--- src/inc/pvcsr_defines.svh ---
`ifndef PVCSR_DEFINES_SVH
`define PVCSR_DEFINES_SVH

// ----------------------------------------
// register offsets
// ----------------------------------------
`define PVCSR_ADDR_INT_CTRL_STAT 5'h1B
`define PVCSR_ADDR_CONTROL_ONE   5'h1E
`define PVCSR_ADDR_CONTROL_TWO   5'h1F

// ----------------------------------------
// field positions
// ----------------------------------------
`define PVCSR_INT_EN_HI          15
`define PVCSR_INT_EN_LO          8
`define PVCSR_INT_ST_HI          7
`define PVCSR_INT_ST_LO          0
`define PVCSR_C1_IND_MODE_HI     15
`define PVCSR_C1_IND_MODE_LO     14
`define PVCSR_C1_POLARITY        13
`define PVCSR_C1_CROSSED         11
`define PVCSR_C1_LOOPBACK        7
`define PVCSR_C2_VARIANT         15
`define PVCSR_C2_PAIR_SELECT     14
`define PVCSR_C2_AUTO_DISABLE    13
`define PVCSR_C2_ENERGY          12
`define PVCSR_C2_FORCE_LINK      11
`define PVCSR_C2_POWER_SAVE      10
`define PVCSR_C2_INT_LEVEL       9
`define PVCSR_C2_JABBER_EN       8
`define PVCSR_C2_ANEG_DONE       7
`define PVCSR_C2_PAUSE           6
`define PVCSR_C2_ISOLATE         5
`define PVCSR_C2_OPMODE_HI       4
`define PVCSR_C2_OPMODE_LO       2
`define PVCSR_C2_LOW_HI          1
`define PVCSR_C2_LOW_LO          0

// ----------------------------------------
// reset values
// ----------------------------------------
`define PVCSR_RST_INT_EN         8'h00
`define PVCSR_RST_INT_ST         8'h00
`define PVCSR_RST_IND_MODE       2'h0
`define PVCSR_RST_VARIANT        1'h1
`define PVCSR_RST_JABBER_EN      1'h1

// ----------------------------------------
// indicator modes
// ----------------------------------------
`define PVCSR_IND_SPEED_LINKACT  2'h0
`define PVCSR_IND_ACT_LINK       2'h1

`endif

--- src/inc/pvcsr_pkg.sv ---
package pvcsr_pkg;

	// resolved operating mode codes
	typedef enum logic [2:0] {
		OPMODE_NEGOTIATING = 3'b000,
		OPMODE_10_HALF     = 3'b001,
		OPMODE_100_HALF    = 3'b010,
		OPMODE_10_FULL     = 3'b101,
		OPMODE_100_FULL    = 3'b110
	} pvcsr_opmode_type;

	// register access strobe from the management serial engine
	typedef struct packed {
		logic        rdStrobe;
		logic        wrStrobe;
		logic [4:0]  addr;
		logic [15:0] wrData;
	} pvcsr_access_type;

	// one-cycle event pulses, bit order matches status bits 7..0
	typedef struct packed {
		logic jabber;
		logic receiveError;
		logic pageReceived;
		logic parallelFault;
		logic partnerAck;
		logic linkDown;
		logic remoteFault;
		logic linkUp;
	} pvcsr_events_type;

	// live line state from the transceiver core
	typedef struct packed {
		logic             polarityReversed;
		logic             crossed;
		logic             energy;
		logic             anegDone;
		logic             pauseCapable;
		logic             isolate;
		logic             cableConnected;
		logic             linkUp;
		logic             speed100;
		logic             activity;
		pvcsr_opmode_type opMode;
	} pvcsr_status_type;

	// control outputs toward the transceiver core
	typedef struct packed {
		logic remoteLoopback;
		logic crossoverVariantSelect;
		logic pairSelect;
		logic autoCrossoverDisable;
		logic forceLink;
		logic jabberCounterEnable;
	} pvcsr_control_type;

endpackage

--- src/verilog/pvcsr_regs.sv ---
`timescale 1ns/1ps
`include "pvcsr_defines.svh"
// Behaviour
// - link events interrupt enables, bits 11:8
// - jabber/rxerr/page/fault status, clear on read
// - link events status bits, clear on read
// - indicator mode field selects indicator functions
// - polarity and crossover state read back
// - remote loopback control bit, reset zero
// - crossover variant select, resets to one
// - manual pair mapping when auto disabled
// - disable automatic crossover detection bit
// - energy detect read back
// - force link pass bypasses link control
// - power saving gates receive clock
// - receive clock restarts on link after reconnect
// - interrupt pin polarity select
// - jabber counter enable, resets to one
// - auto-negotiation complete indication
// - pause capability read back
// - isolate mode read back
// - resolved operating mode field
// - upper interrupt enables, bits 15:12
module pvcsr_regs (
	// clock and reset
	input  wire logic                        sys_clk,
	input  wire logic                        nrst,
	// management register access
	input  wire pvcsr_pkg::pvcsr_access_type access,
	output logic [15:0]                      rdData,
	// core events and state
	input  wire pvcsr_pkg::pvcsr_events_type events,
	input  wire pvcsr_pkg::pvcsr_status_type lineStatus,
	input  wire logic                        rxClockIn,
	// core controls and pins
	output pvcsr_pkg::pvcsr_control_type     control,
	output logic                             receive_clock_output,
	output logic                             indicator_zero,
	output logic                             indicator_one,
	output logic                             intPin
);

	// ----------------------------------------
	// register state
	// ----------------------------------------
	logic [7:0] intEnable;
	logic [7:0] intStatus;
	logic [1:0] indicatorMode;
	logic       loopback;
	logic       variantSel;
	logic       pairSelect;
	logic       autoDisable;
	logic       forceLink;
	logic       powerSave;
	logic       intLevel;
	logic       jabberEnable;
	logic       rxClockRun;
	logic       intActive;
	logic       wrIntReg;
	logic       wrCtrlOne;
	logic       wrCtrlTwo;
	logic       rdIntReg;

	assign wrIntReg  = access.wrStrobe && (access.addr == `PVCSR_ADDR_INT_CTRL_STAT);
	assign wrCtrlOne = access.wrStrobe && (access.addr == `PVCSR_ADDR_CONTROL_ONE);
	assign wrCtrlTwo = access.wrStrobe && (access.addr == `PVCSR_ADDR_CONTROL_TWO);
	assign rdIntReg  = access.rdStrobe && (access.addr == `PVCSR_ADDR_INT_CTRL_STAT);

	// ----------------------------------------
	// interrupt enables
	// ----------------------------------------
	always_ff @(posedge sys_clk or negedge nrst) begin
		if (!nrst) begin
			intEnable <= `PVCSR_RST_INT_EN;
		end else if (wrIntReg) begin
			intEnable <= access.wrData[`PVCSR_INT_EN_HI:`PVCSR_INT_EN_LO];
		end
	end

	// ----------------------------------------
	// event status, clear on read
	// ----------------------------------------
	// an event in the read cycle survives the clear so it is never lost
	always_ff @(posedge sys_clk or negedge nrst) begin
		if (!nrst) begin
			intStatus <= `PVCSR_RST_INT_ST;
		end else if (rdIntReg) begin
			intStatus <= events;
		end else begin
			intStatus <= intStatus | events;
		end
	end

	// ----------------------------------------
	// control one
	// ----------------------------------------
	always_ff @(posedge sys_clk or negedge nrst) begin
		if (!nrst) begin
			indicatorMode <= `PVCSR_RST_IND_MODE;
			loopback      <= 1'h0;
		end else if (wrCtrlOne) begin
			indicatorMode <= access.wrData[`PVCSR_C1_IND_MODE_HI:`PVCSR_C1_IND_MODE_LO];
			loopback      <= access.wrData[`PVCSR_C1_LOOPBACK];
		end
	end

	// ----------------------------------------
	// control two
	// ----------------------------------------
	// completion, pause, isolate and mode are core state; writes to them are dropped
	always_ff @(posedge sys_clk or negedge nrst) begin
		if (!nrst) begin
			variantSel   <= `PVCSR_RST_VARIANT;
			pairSelect   <= 1'h0;
			autoDisable  <= 1'h0;
			forceLink    <= 1'h0;
			powerSave    <= 1'h0;
			intLevel     <= 1'h0;
			jabberEnable <= `PVCSR_RST_JABBER_EN;
		end else if (wrCtrlTwo) begin
			variantSel   <= access.wrData[`PVCSR_C2_VARIANT];
			pairSelect   <= access.wrData[`PVCSR_C2_PAIR_SELECT];
			autoDisable  <= access.wrData[`PVCSR_C2_AUTO_DISABLE];
			forceLink    <= access.wrData[`PVCSR_C2_FORCE_LINK];
			powerSave    <= access.wrData[`PVCSR_C2_POWER_SAVE];
			intLevel     <= access.wrData[`PVCSR_C2_INT_LEVEL];
			jabberEnable <= access.wrData[`PVCSR_C2_JABBER_EN];
		end
	end

	// ----------------------------------------
	// read mux
	// ----------------------------------------
	always_comb begin
		rdData = 16'h0000;
		case (access.addr)
			`PVCSR_ADDR_INT_CTRL_STAT: begin
				rdData = {intEnable, intStatus};
			end
			`PVCSR_ADDR_CONTROL_ONE: begin
				rdData[`PVCSR_C1_IND_MODE_HI:`PVCSR_C1_IND_MODE_LO] = indicatorMode;
				rdData[`PVCSR_C1_POLARITY] = lineStatus.polarityReversed;
				rdData[`PVCSR_C1_CROSSED]  = lineStatus.crossed;
				rdData[`PVCSR_C1_LOOPBACK] = loopback;
			end
			`PVCSR_ADDR_CONTROL_TWO: begin
				rdData[`PVCSR_C2_VARIANT]      = variantSel;
				rdData[`PVCSR_C2_PAIR_SELECT]  = pairSelect;
				rdData[`PVCSR_C2_AUTO_DISABLE] = autoDisable;
				rdData[`PVCSR_C2_ENERGY]       = lineStatus.energy;
				rdData[`PVCSR_C2_FORCE_LINK]   = forceLink;
				rdData[`PVCSR_C2_POWER_SAVE]   = powerSave;
				rdData[`PVCSR_C2_INT_LEVEL]    = intLevel;
				rdData[`PVCSR_C2_JABBER_EN]    = jabberEnable;
				rdData[`PVCSR_C2_ANEG_DONE]    = lineStatus.anegDone;
				rdData[`PVCSR_C2_PAUSE]        = lineStatus.pauseCapable;
				rdData[`PVCSR_C2_ISOLATE]      = lineStatus.isolate;
				rdData[`PVCSR_C2_OPMODE_HI:`PVCSR_C2_OPMODE_LO] = lineStatus.opMode;
			end
			default: begin
				rdData = 16'h0000;
			end
		endcase
	end

	// ----------------------------------------
	// controls toward the core
	// ----------------------------------------
	// pair select only matters while auto crossover is off; it is masked with the disable bit before the core
	assign control.remoteLoopback         = loopback;
	assign control.crossoverVariantSelect = variantSel;
	assign control.pairSelect             = pairSelect & autoDisable;
	assign control.autoCrossoverDisable   = autoDisable;
	assign control.forceLink              = forceLink;
	assign control.jabberCounterEnable    = jabberEnable;

	// ----------------------------------------
	// receive clock gating
	// ----------------------------------------
	// with power save set, stop on disconnect and restart once reconnected and linked; clearing power save restarts it at once
	always_ff @(posedge sys_clk or negedge nrst) begin
		if (!nrst) begin
			rxClockRun <= 1'h1;
		end else if (!powerSave) begin
			rxClockRun <= 1'h1;
		end else if (!lineStatus.cableConnected) begin
			rxClockRun <= 1'h0;
		end else if (lineStatus.linkUp) begin
			rxClockRun <= 1'h1;
		end
	end

	// glitch-free gating would need a latch cell; a plain and is the simple trade here
	assign receive_clock_output = rxClockIn & rxClockRun;

	// ----------------------------------------
	// indicators
	// ----------------------------------------
	always_ff @(posedge sys_clk or negedge nrst) begin
		if (!nrst) begin
			indicator_zero <= 1'h0;
			indicator_one  <= 1'h0;
		end else begin
			case (indicatorMode)
				`PVCSR_IND_SPEED_LINKACT: begin
					indicator_one  <= lineStatus.speed100;
					indicator_zero <= lineStatus.linkUp | lineStatus.activity;
				end
				`PVCSR_IND_ACT_LINK: begin
					indicator_one  <= lineStatus.activity;
					indicator_zero <= lineStatus.linkUp;
				end
				default: begin
					indicator_one  <= 1'h0;
					indicator_zero <= 1'h0;
				end
			endcase
		end
	end

	// ----------------------------------------
	// interrupt pin
	// ----------------------------------------
	always_ff @(posedge sys_clk or negedge nrst) begin
		if (!nrst) begin
			intActive <= 1'h0;
		end else begin
			intActive <= |(intStatus & intEnable);
		end
	end

	assign intPin = intLevel ? intActive : ~intActive;

endmodule

--- config.mk ---
export PLATFORM = sky130hd
export DESIGN_NAME = pvcsr_regs
export DESIGN_NICKNAME = d
export VERILOG_FILES = /design/src/inc/pvcsr_pkg.sv /design/src/verilog/pvcsr_regs.sv
export VERILOG_INCLUDE_DIRS = /design/src /design/src/inc
export SDC_FILE = /design/constraint.sdc
export NUM_CORES = 1
export LEC_CHECK = 0
export ABC_AREA = 1
export BUFFER_PORTS_ARGS = -buffer_cell sky130_fd_sc_hd__buf_4
export CAP_MARGIN = 10
export CORE_ASPECT_RATIO = 1.75
export CORE_MARGIN = 2
export CORE_UTILIZATION = 42
export DETAILED_ROUTE_END_ITERATION = 8
export GPL_TIMING_DRIVEN = 0
export PLACE_DENSITY = 0.81
export RECOVER_POWER = 25
export SLEW_MARGIN = 30
export SYNTH_ARGS = -nofsm -noshare
export SYNTH_HDL_FRONTEND = slang
export SYNTH_SLANG_ARGS = --single-unit
--- constraint.sdc ---
create_clock -name sys_clk -period 0.8 [get_ports sys_clk]
set_input_delay 0 -clock sys_clk [delete_from_list [all_inputs] [get_ports sys_clk]]
set_output_delay 0 -clock sys_clk [all_outputs]
set_load 0.05 [all_outputs]
==> metrics, run 1 <==
Die Y=87.4 µm; worst slew pin tran=0.411 ns; Post-Syn Area=between 0.0015 and 0.002 mm²; clock latency on the worst-skew pair=roughly 0.28 ns; Power Density=around 1700 mW/mm²; clock buffer depth=2; global-route wire length before repair=approximately 8300 µm; fraction of registers with async set/reset=100%; count leader, synth=nand2_1; Worst-path clk slew=roughly 0.06 ns; sequential fraction of the synthesis area=a little under half; cell family with the largest share of critical-path delay=flip-flops; Hold Path Stages=3; worst min path class=input port to flip-flop; final setup margin=-0.364 ns; area of the multi-input gates=about 860 µm²; final hold violation count=1; FF+latch count, synth=30; Hold WS=-0.00103 ns; Hold Crit Endpoint=powerSave$_DFFE_PN0P_; critical path class=flip-flop to primary output; maximum vdd drop=about 1.6 mV; Critical Path Max Stage Delay=0.55 ns; EDFF count, synth=0; final non-filler cell total=368; Vias/cell=between 5 and 6; Register-to-Register Path Depth=5; Buf/Inv on CP=1; post-synth top area share=between 40 and 50%; Avg Inst Size Synth=7.80 µm²; Final period util=145%; RSZ-0062 raised after global routing=yes; DRC=0; Synthesized Nets=around 260; share of cells above drive strength 1=45.9%; largest net degree at the start of global routing=31; initial antenna violation count=0; CTS buffer count=5; CP max stage cell=dfstp_2; GPL Wtd Cong=0.848; startpoint types=flip-flop; clk_skew=roughly 0.0016 ns; clock sink total=30; launch point of the worst reg-to-reg path=intStatus[0]$_DFF_PN0_; pins over their slew limit=0; reg2reg end=intActive$_DFF_PN0_; outcome=complete, but fails checks; Root Driver=clkbuf_8; drt pass-1 iters=4; Initial Util=a little over two fifths; post-synth cell types=20; Detailed Place HPWL=3500 µm; Min-Delay Startpoint=access[10]; synth warn=0; Total GRT Usage=approximately a quarter; wire length per cell=~14 µm; Port Buffers=65; Synth-to-Final Area Change=77.3%; CP max FO=3; worst-path cell chain=nand3_2, nand3_4, buf_8; # setup viols final=30; ANT nets after route=0; CP Data Required Time=approximately 0.80 ns; htree depth=2; Die X=51.7 µm; Synth Instances=~210; Total Wirelength=5140 µm; DP Cell Count=~330; CP Capture Type=primary output; I/O pin cnt=73; post-route minimum period=between 1 and 1.5 ns; fill count=about 280; top area cells in the synthesized netlist=dfrtp_1 (40%), nand2_1 (15%), nand3_1 (11%); Final Cell Area=about 0.0030 mm²; row count=30; via count=about 1900; total of max-cap violations=0; CTS tree=built; reg-to-reg slack, setup=-0.16 ns; Synth Flop Type=dfrtp_1; Reg area=756 µm²; fmax=859 MHz; Synth top cells by count=nand2_1 (67), nand3_1 (36), dfrtp_1 (27); Antenna Cells=0; failing checks=hold timing, setup timing; Power Total=0.00490 W; drt first-iter violations=45; slew margin rel.=just over 70%; dpl cell area=about 0.0023 mm²; Core Area=about 0.0038 mm²; GRT overflow=0; fin nets=367; Worst Path Arrival=1.16 ns; area leader, netlist=dfrtp_1; LEAKAGE=about 1.5 nW; full die area=0.00451 mm²; number of global-route vias before repair=1848
sequential cells by signal, indices dropped and copies added (netlist names):
signal and flops:
jabberEnable 1, intEnable 8, indicator_one 1, autoDisable 1
loopback 1, rxClockRun 1, intLevel 1, powerSave 1
pairSelect 1, variantSel 1, indicator_zero 1, indicatorMode 2
intStatus 8, intActive 1, forceLink 1
per-stage QoR:
stage                     TNS, ns  worst slack (ns)  utilization (%)
after floorplan            -0.251           -0.0772                -
after global placement      -2.50            -0.206             60.9
after detailed placement    -2.94            -0.198             60.9
after CTS                   -5.50            -0.374             75.1
after global routing        -6.72            -0.403             77.3
final                       -5.66            -0.364             77.3
tightest hold or removal path, cell delays in order:
cell	delay [ns]
buf_4	0.09
nand4_1	0.09
nand2_1	0.07
power by group:
part / switching (W) / total, W / internal [W]
logic: 0.000960 / 0.00182 / 0.000859
registers: 0.000208 / 0.00196 / 0.00175
clock network: 0.000519 / 0.00112 / 0.000596
total: 0.00169 / 0.00490 / 0.00321
final cells by class:
class / instances / share of cell area (%)
inverter: 22 / 3.00
buffer: 16 / 5.54
sequential: 30 / 25.5
clock buffer: 7 / 2.58
tap: 48 / 2.03
timing repair buffer: 99 / 32.3
multi-input combinational: 146 / 29.0
logic make-up after synthesis:
family / after synthesis / synth area share [%]
DFF: 30 / 45.2
buffers and inverters: 38 / 13.6
and+or+nand+nor: 135 / 37.7
xor gates and xnor gates: 1 / 0.525
AOI/OAI and AO/OA: 10 / 3.00
per-layer routing:
layer	GRT usage [%]	vias to the layer above	wire length (µm)
met2	44.9	61	2880
met1	26.0	876	1840
met4	12.2	0	199
li1	-	911	-
met5	0	-	0
met3	5.84	18	223
worst max-delay path by stage:
| stage | to | cells after the start | from | slack [ns] |
|---|---|---|---|---|
| after floorplan | rdData[10] | 5 | access[17] | -0.08 |
| after global placement | rdData[15] | 8 | access[19] | -0.21 |
| after detailed placement | rdData[15] | 8 | access[19] | -0.20 |
| after CTS | rdData[15] | 3 | variantSel$_DFFE_PN1P_ | -0.37 |
| after global routing | rdData[15] | 3 | variantSel$_DFFE_PN1P_ | -0.40 |
| final | rdData[15] | 3 | variantSel$_DFFE_PN1P_ | -0.36 |
cell usage in the layout, fill, tap and decap left out, types with 4 or more instances in the layout:
cell type / n
buf_4: 47
buf_6: 29
buf_8: 11
clkbuf_8: 6
dfrtp_1: 26
dlygate4sd3_1: 21
inv_1: 16
inv_2: 4
nand2_1: 57
nand2_2: 10
nand3_1: 25
nand3_2: 10
nand4_1: 18
nor2_1: 4
nor2_2: 6
repair_timing:
action,4_1_cts,5_1_grt
endpoints found under the hold margin,50,1
pin swaps,15,9
hold buffers,20,1
setup endpoints to repair,27,31
resized for setup,55,19
setup buffers,10,5
Power figures use the tool's default switching activity.
==> run 2, diff against run 1 <==
--- a/config.mk
+++ b/config.mk
@@ -10,7 +10,7 @@
 export BUFFER_PORTS_ARGS = -buffer_cell sky130_fd_sc_hd__buf_4
 export CAP_MARGIN = 10
 export CORE_ASPECT_RATIO = 1.75
-export CORE_MARGIN = 2
+export CORE_MARGIN = 4
 export CORE_UTILIZATION = 42
 export DETAILED_ROUTE_END_ITERATION = 8
 export GPL_TIMING_DRIVEN = 0
==> run 2 against run 1 <==
  * The flow finishes with violations (setup timing)
  * Worst setup slack gained 0.0015 ns
  * Sequential share of layout area shrank 1.2 points
  * Clock power grew 26%
  * Critical endpoint is now rdData[8]
  * Worst hold slack gained 0.083 ns
  * Register-to-register slack lost 0.02 ns
==> metrics, run 2 (synthesis results as in run 1) <==
wire length per cell=between 15 and 20 µm; Initial Util=a little over two fifths; worst slew pin tran=about 0.42 ns; Buf/Inv on CP=1; # setup viols final=34; Total Wirelength=around 6300 µm; Port Buffers=65; most frequent cells in the layout=nand2_1 (54), buf_4 (53), buf_6 (26); final setup margin=-0.362 ns; LEAKAGE=1.58 nW; I/O pin cnt=73; critical path class=flip-flop to primary output; fmax=approximately 860 MHz; CTS buffer count=5; Die Y=about 90 µm; ANT nets after route=0; CP max FO=3; most common cell after layout, fill and taps aside=nand2_1; Setup WS pre-CTS=-0.217 ns; worst min path class=input port to flip-flop; Worst-path clk slew=~0.060 ns; DRC=0; Root Driver=clkbuf_8; global-route wire length before repair=between 8000 and 9000 µm; final non-filler cell total=between 300 and 400; clock latency on the worst-skew pair=~0.28 ns; clock buffer depth=2; DP Cell Count=327; worst-path cell chain=nand3_2, nand2_4, buf_8; CTS tree=built; outcome=complete, but fails checks; CP max stage cell=dfstp_2; htree depth=2; drt first-iter violations=just under 70; fin nets=around 370; pins over their slew limit=0; area of the multi-input gates=905 µm²; initial antenna violation count=0; Final period util=145%; Detailed Place HPWL=about 3600 µm; CP Data Required Time=0.80 ns; RSZ-0062 raised after global routing=yes; via count=1986; largest net degree at the start of global routing=31; CP Capture Type=primary output; failing checks=setup timing; total of max-cap violations=0; share of cells above drive strength 1=slightly above 50%; Reg area=approximately 760 µm²; fill count=between 200 and 250; clock sink total=30; clk_skew=roughly 0.0027 ns; Core Area=slightly below 0.004 mm²; row count=30; Critical Path Max Stage Delay=between 0.5 and 0.6 ns; Synth-to-Final Area Change=86.1%; Total GRT Usage=22.1%; TNS Setup=-6.07 ns; Power Density=~1700 mW/mm²; full die area=about 0.0051 mm²; Vias/cell=approximately 5.3; Die X=55.7 µm; post-route minimum period=~1.2 ns; Antenna Cells=0; final hold violation count=0; drt pass-1 iters=6; slew margin rel.=between 70 and 80%; Worst Path Arrival=~1.2 ns; number of global-route vias before repair=1906; startpoint types=flip-flop; GRT overflow=0; GPL Wtd Cong=approximately 0.80; top flop regs=intEnable (8), intStatus (8), indicatorMode (2); maximum vdd drop=approximately 1.4 mV; cell family with the largest share of critical-path delay=flip-flops
[run 2: changes by cell type in the layout (fill, tap and decap cells not counted), moves of 2 or more]
cell      change
nand3_1       -8
nand3_2       +8
buf_4         +6
buf_6         -3
buf_8         +3
clkbuf_8      +3
inv_1         -3
inv_2         +3
nand2_1       -3
nand2_2       +3
clkbuf_1      -2
[run 2: power by group]
part | internal [W] | switching, W | leakage (nW)
logic | 0.000922 | 0.00105 | 1.19
registers | 0.00175 | 0.000222 | 0.340
clock network | 0.000867 | 0.000540 | 0.0575
total | 0.00354 | 0.00181 | 1.58
[run 2: per-stage QoR]
| stage | hold slack (ns) | power (W) | area, µm² | util, % |
|---|---|---|---|---|
| floorplan | -0.296 | 0.00288 | 1790 | - |
| global placement | -0.0517 | 0.00335 | 2330 | 60.4 |
| detailed placement | -0.0559 | 0.00338 | 2330 | 60.4 |
| CTS | 0.0623 | 0.00518 | 3000 | 77.6 |
| global route | 0.0806 | 0.00556 | 3110 | 80.3 |
| finish | 0.0820 | 0.00535 | 3110 | 80.3 |
[run 2: what timing repair did]
item	4_1_cts	5_1_grt
endpoints found under the hold margin	52	0
gates resized for setup	66	26
hold buffers	22	0
gates cloned	0	0
endpoints found under the setup margin	27	32
setup buffers	13	7
pin swaps	25	11
[run 2: final timing paths]
path,startpoint,endpoint,slack (ns),depth (start not counted)
worst min register to register,intEnable[1]$_DFFE_PN0P_,intEnable[1]$_DFFE_PN0P_,0.48,2
max in group asynchronous,nrst,variantSel$_DFFE_PN1P_,0.24,2
min in group asynchronous,nrst,intLevel$_DFFE_PN0P_,0.23,2
worst max register to register,intStatus[3]$_DFF_PN0_,intActive$_DFF_PN0_,-0.18,5
worst max-delay path,jabberEnable$_DFFE_PN1P_,rdData[8],-0.36,3
worst min-delay path,access[16],indicatorMode[1]$_DFFE_PN0P_,0.08,4
[run 2: area by class of cell]
type	count	area share (%)
Timing Repair Buffer	106	33.1
Multi-Input combinational cell	146	29.1
Sequential cell	30	24.4
Buffer	16	5.08
Clock buffer	8	3.55
Inverter	22	2.86
Tap cell	48	1.93
[run 2: tightest hold or removal path: stages]
cell	delay, ns
buf_4	0.09
nor2_2	0.08
nand4_1	0.10
nand2_1	0.05
[run 2: per-layer routing]
layer	GRT usage [%]	vias up	part of all wire (%)
li1	-	915	-
met1	22.5	948	33
met2	41.4	100	57
met3	4.27	23	6.2
met4	11.0	0	3.9
met5	0	-	0
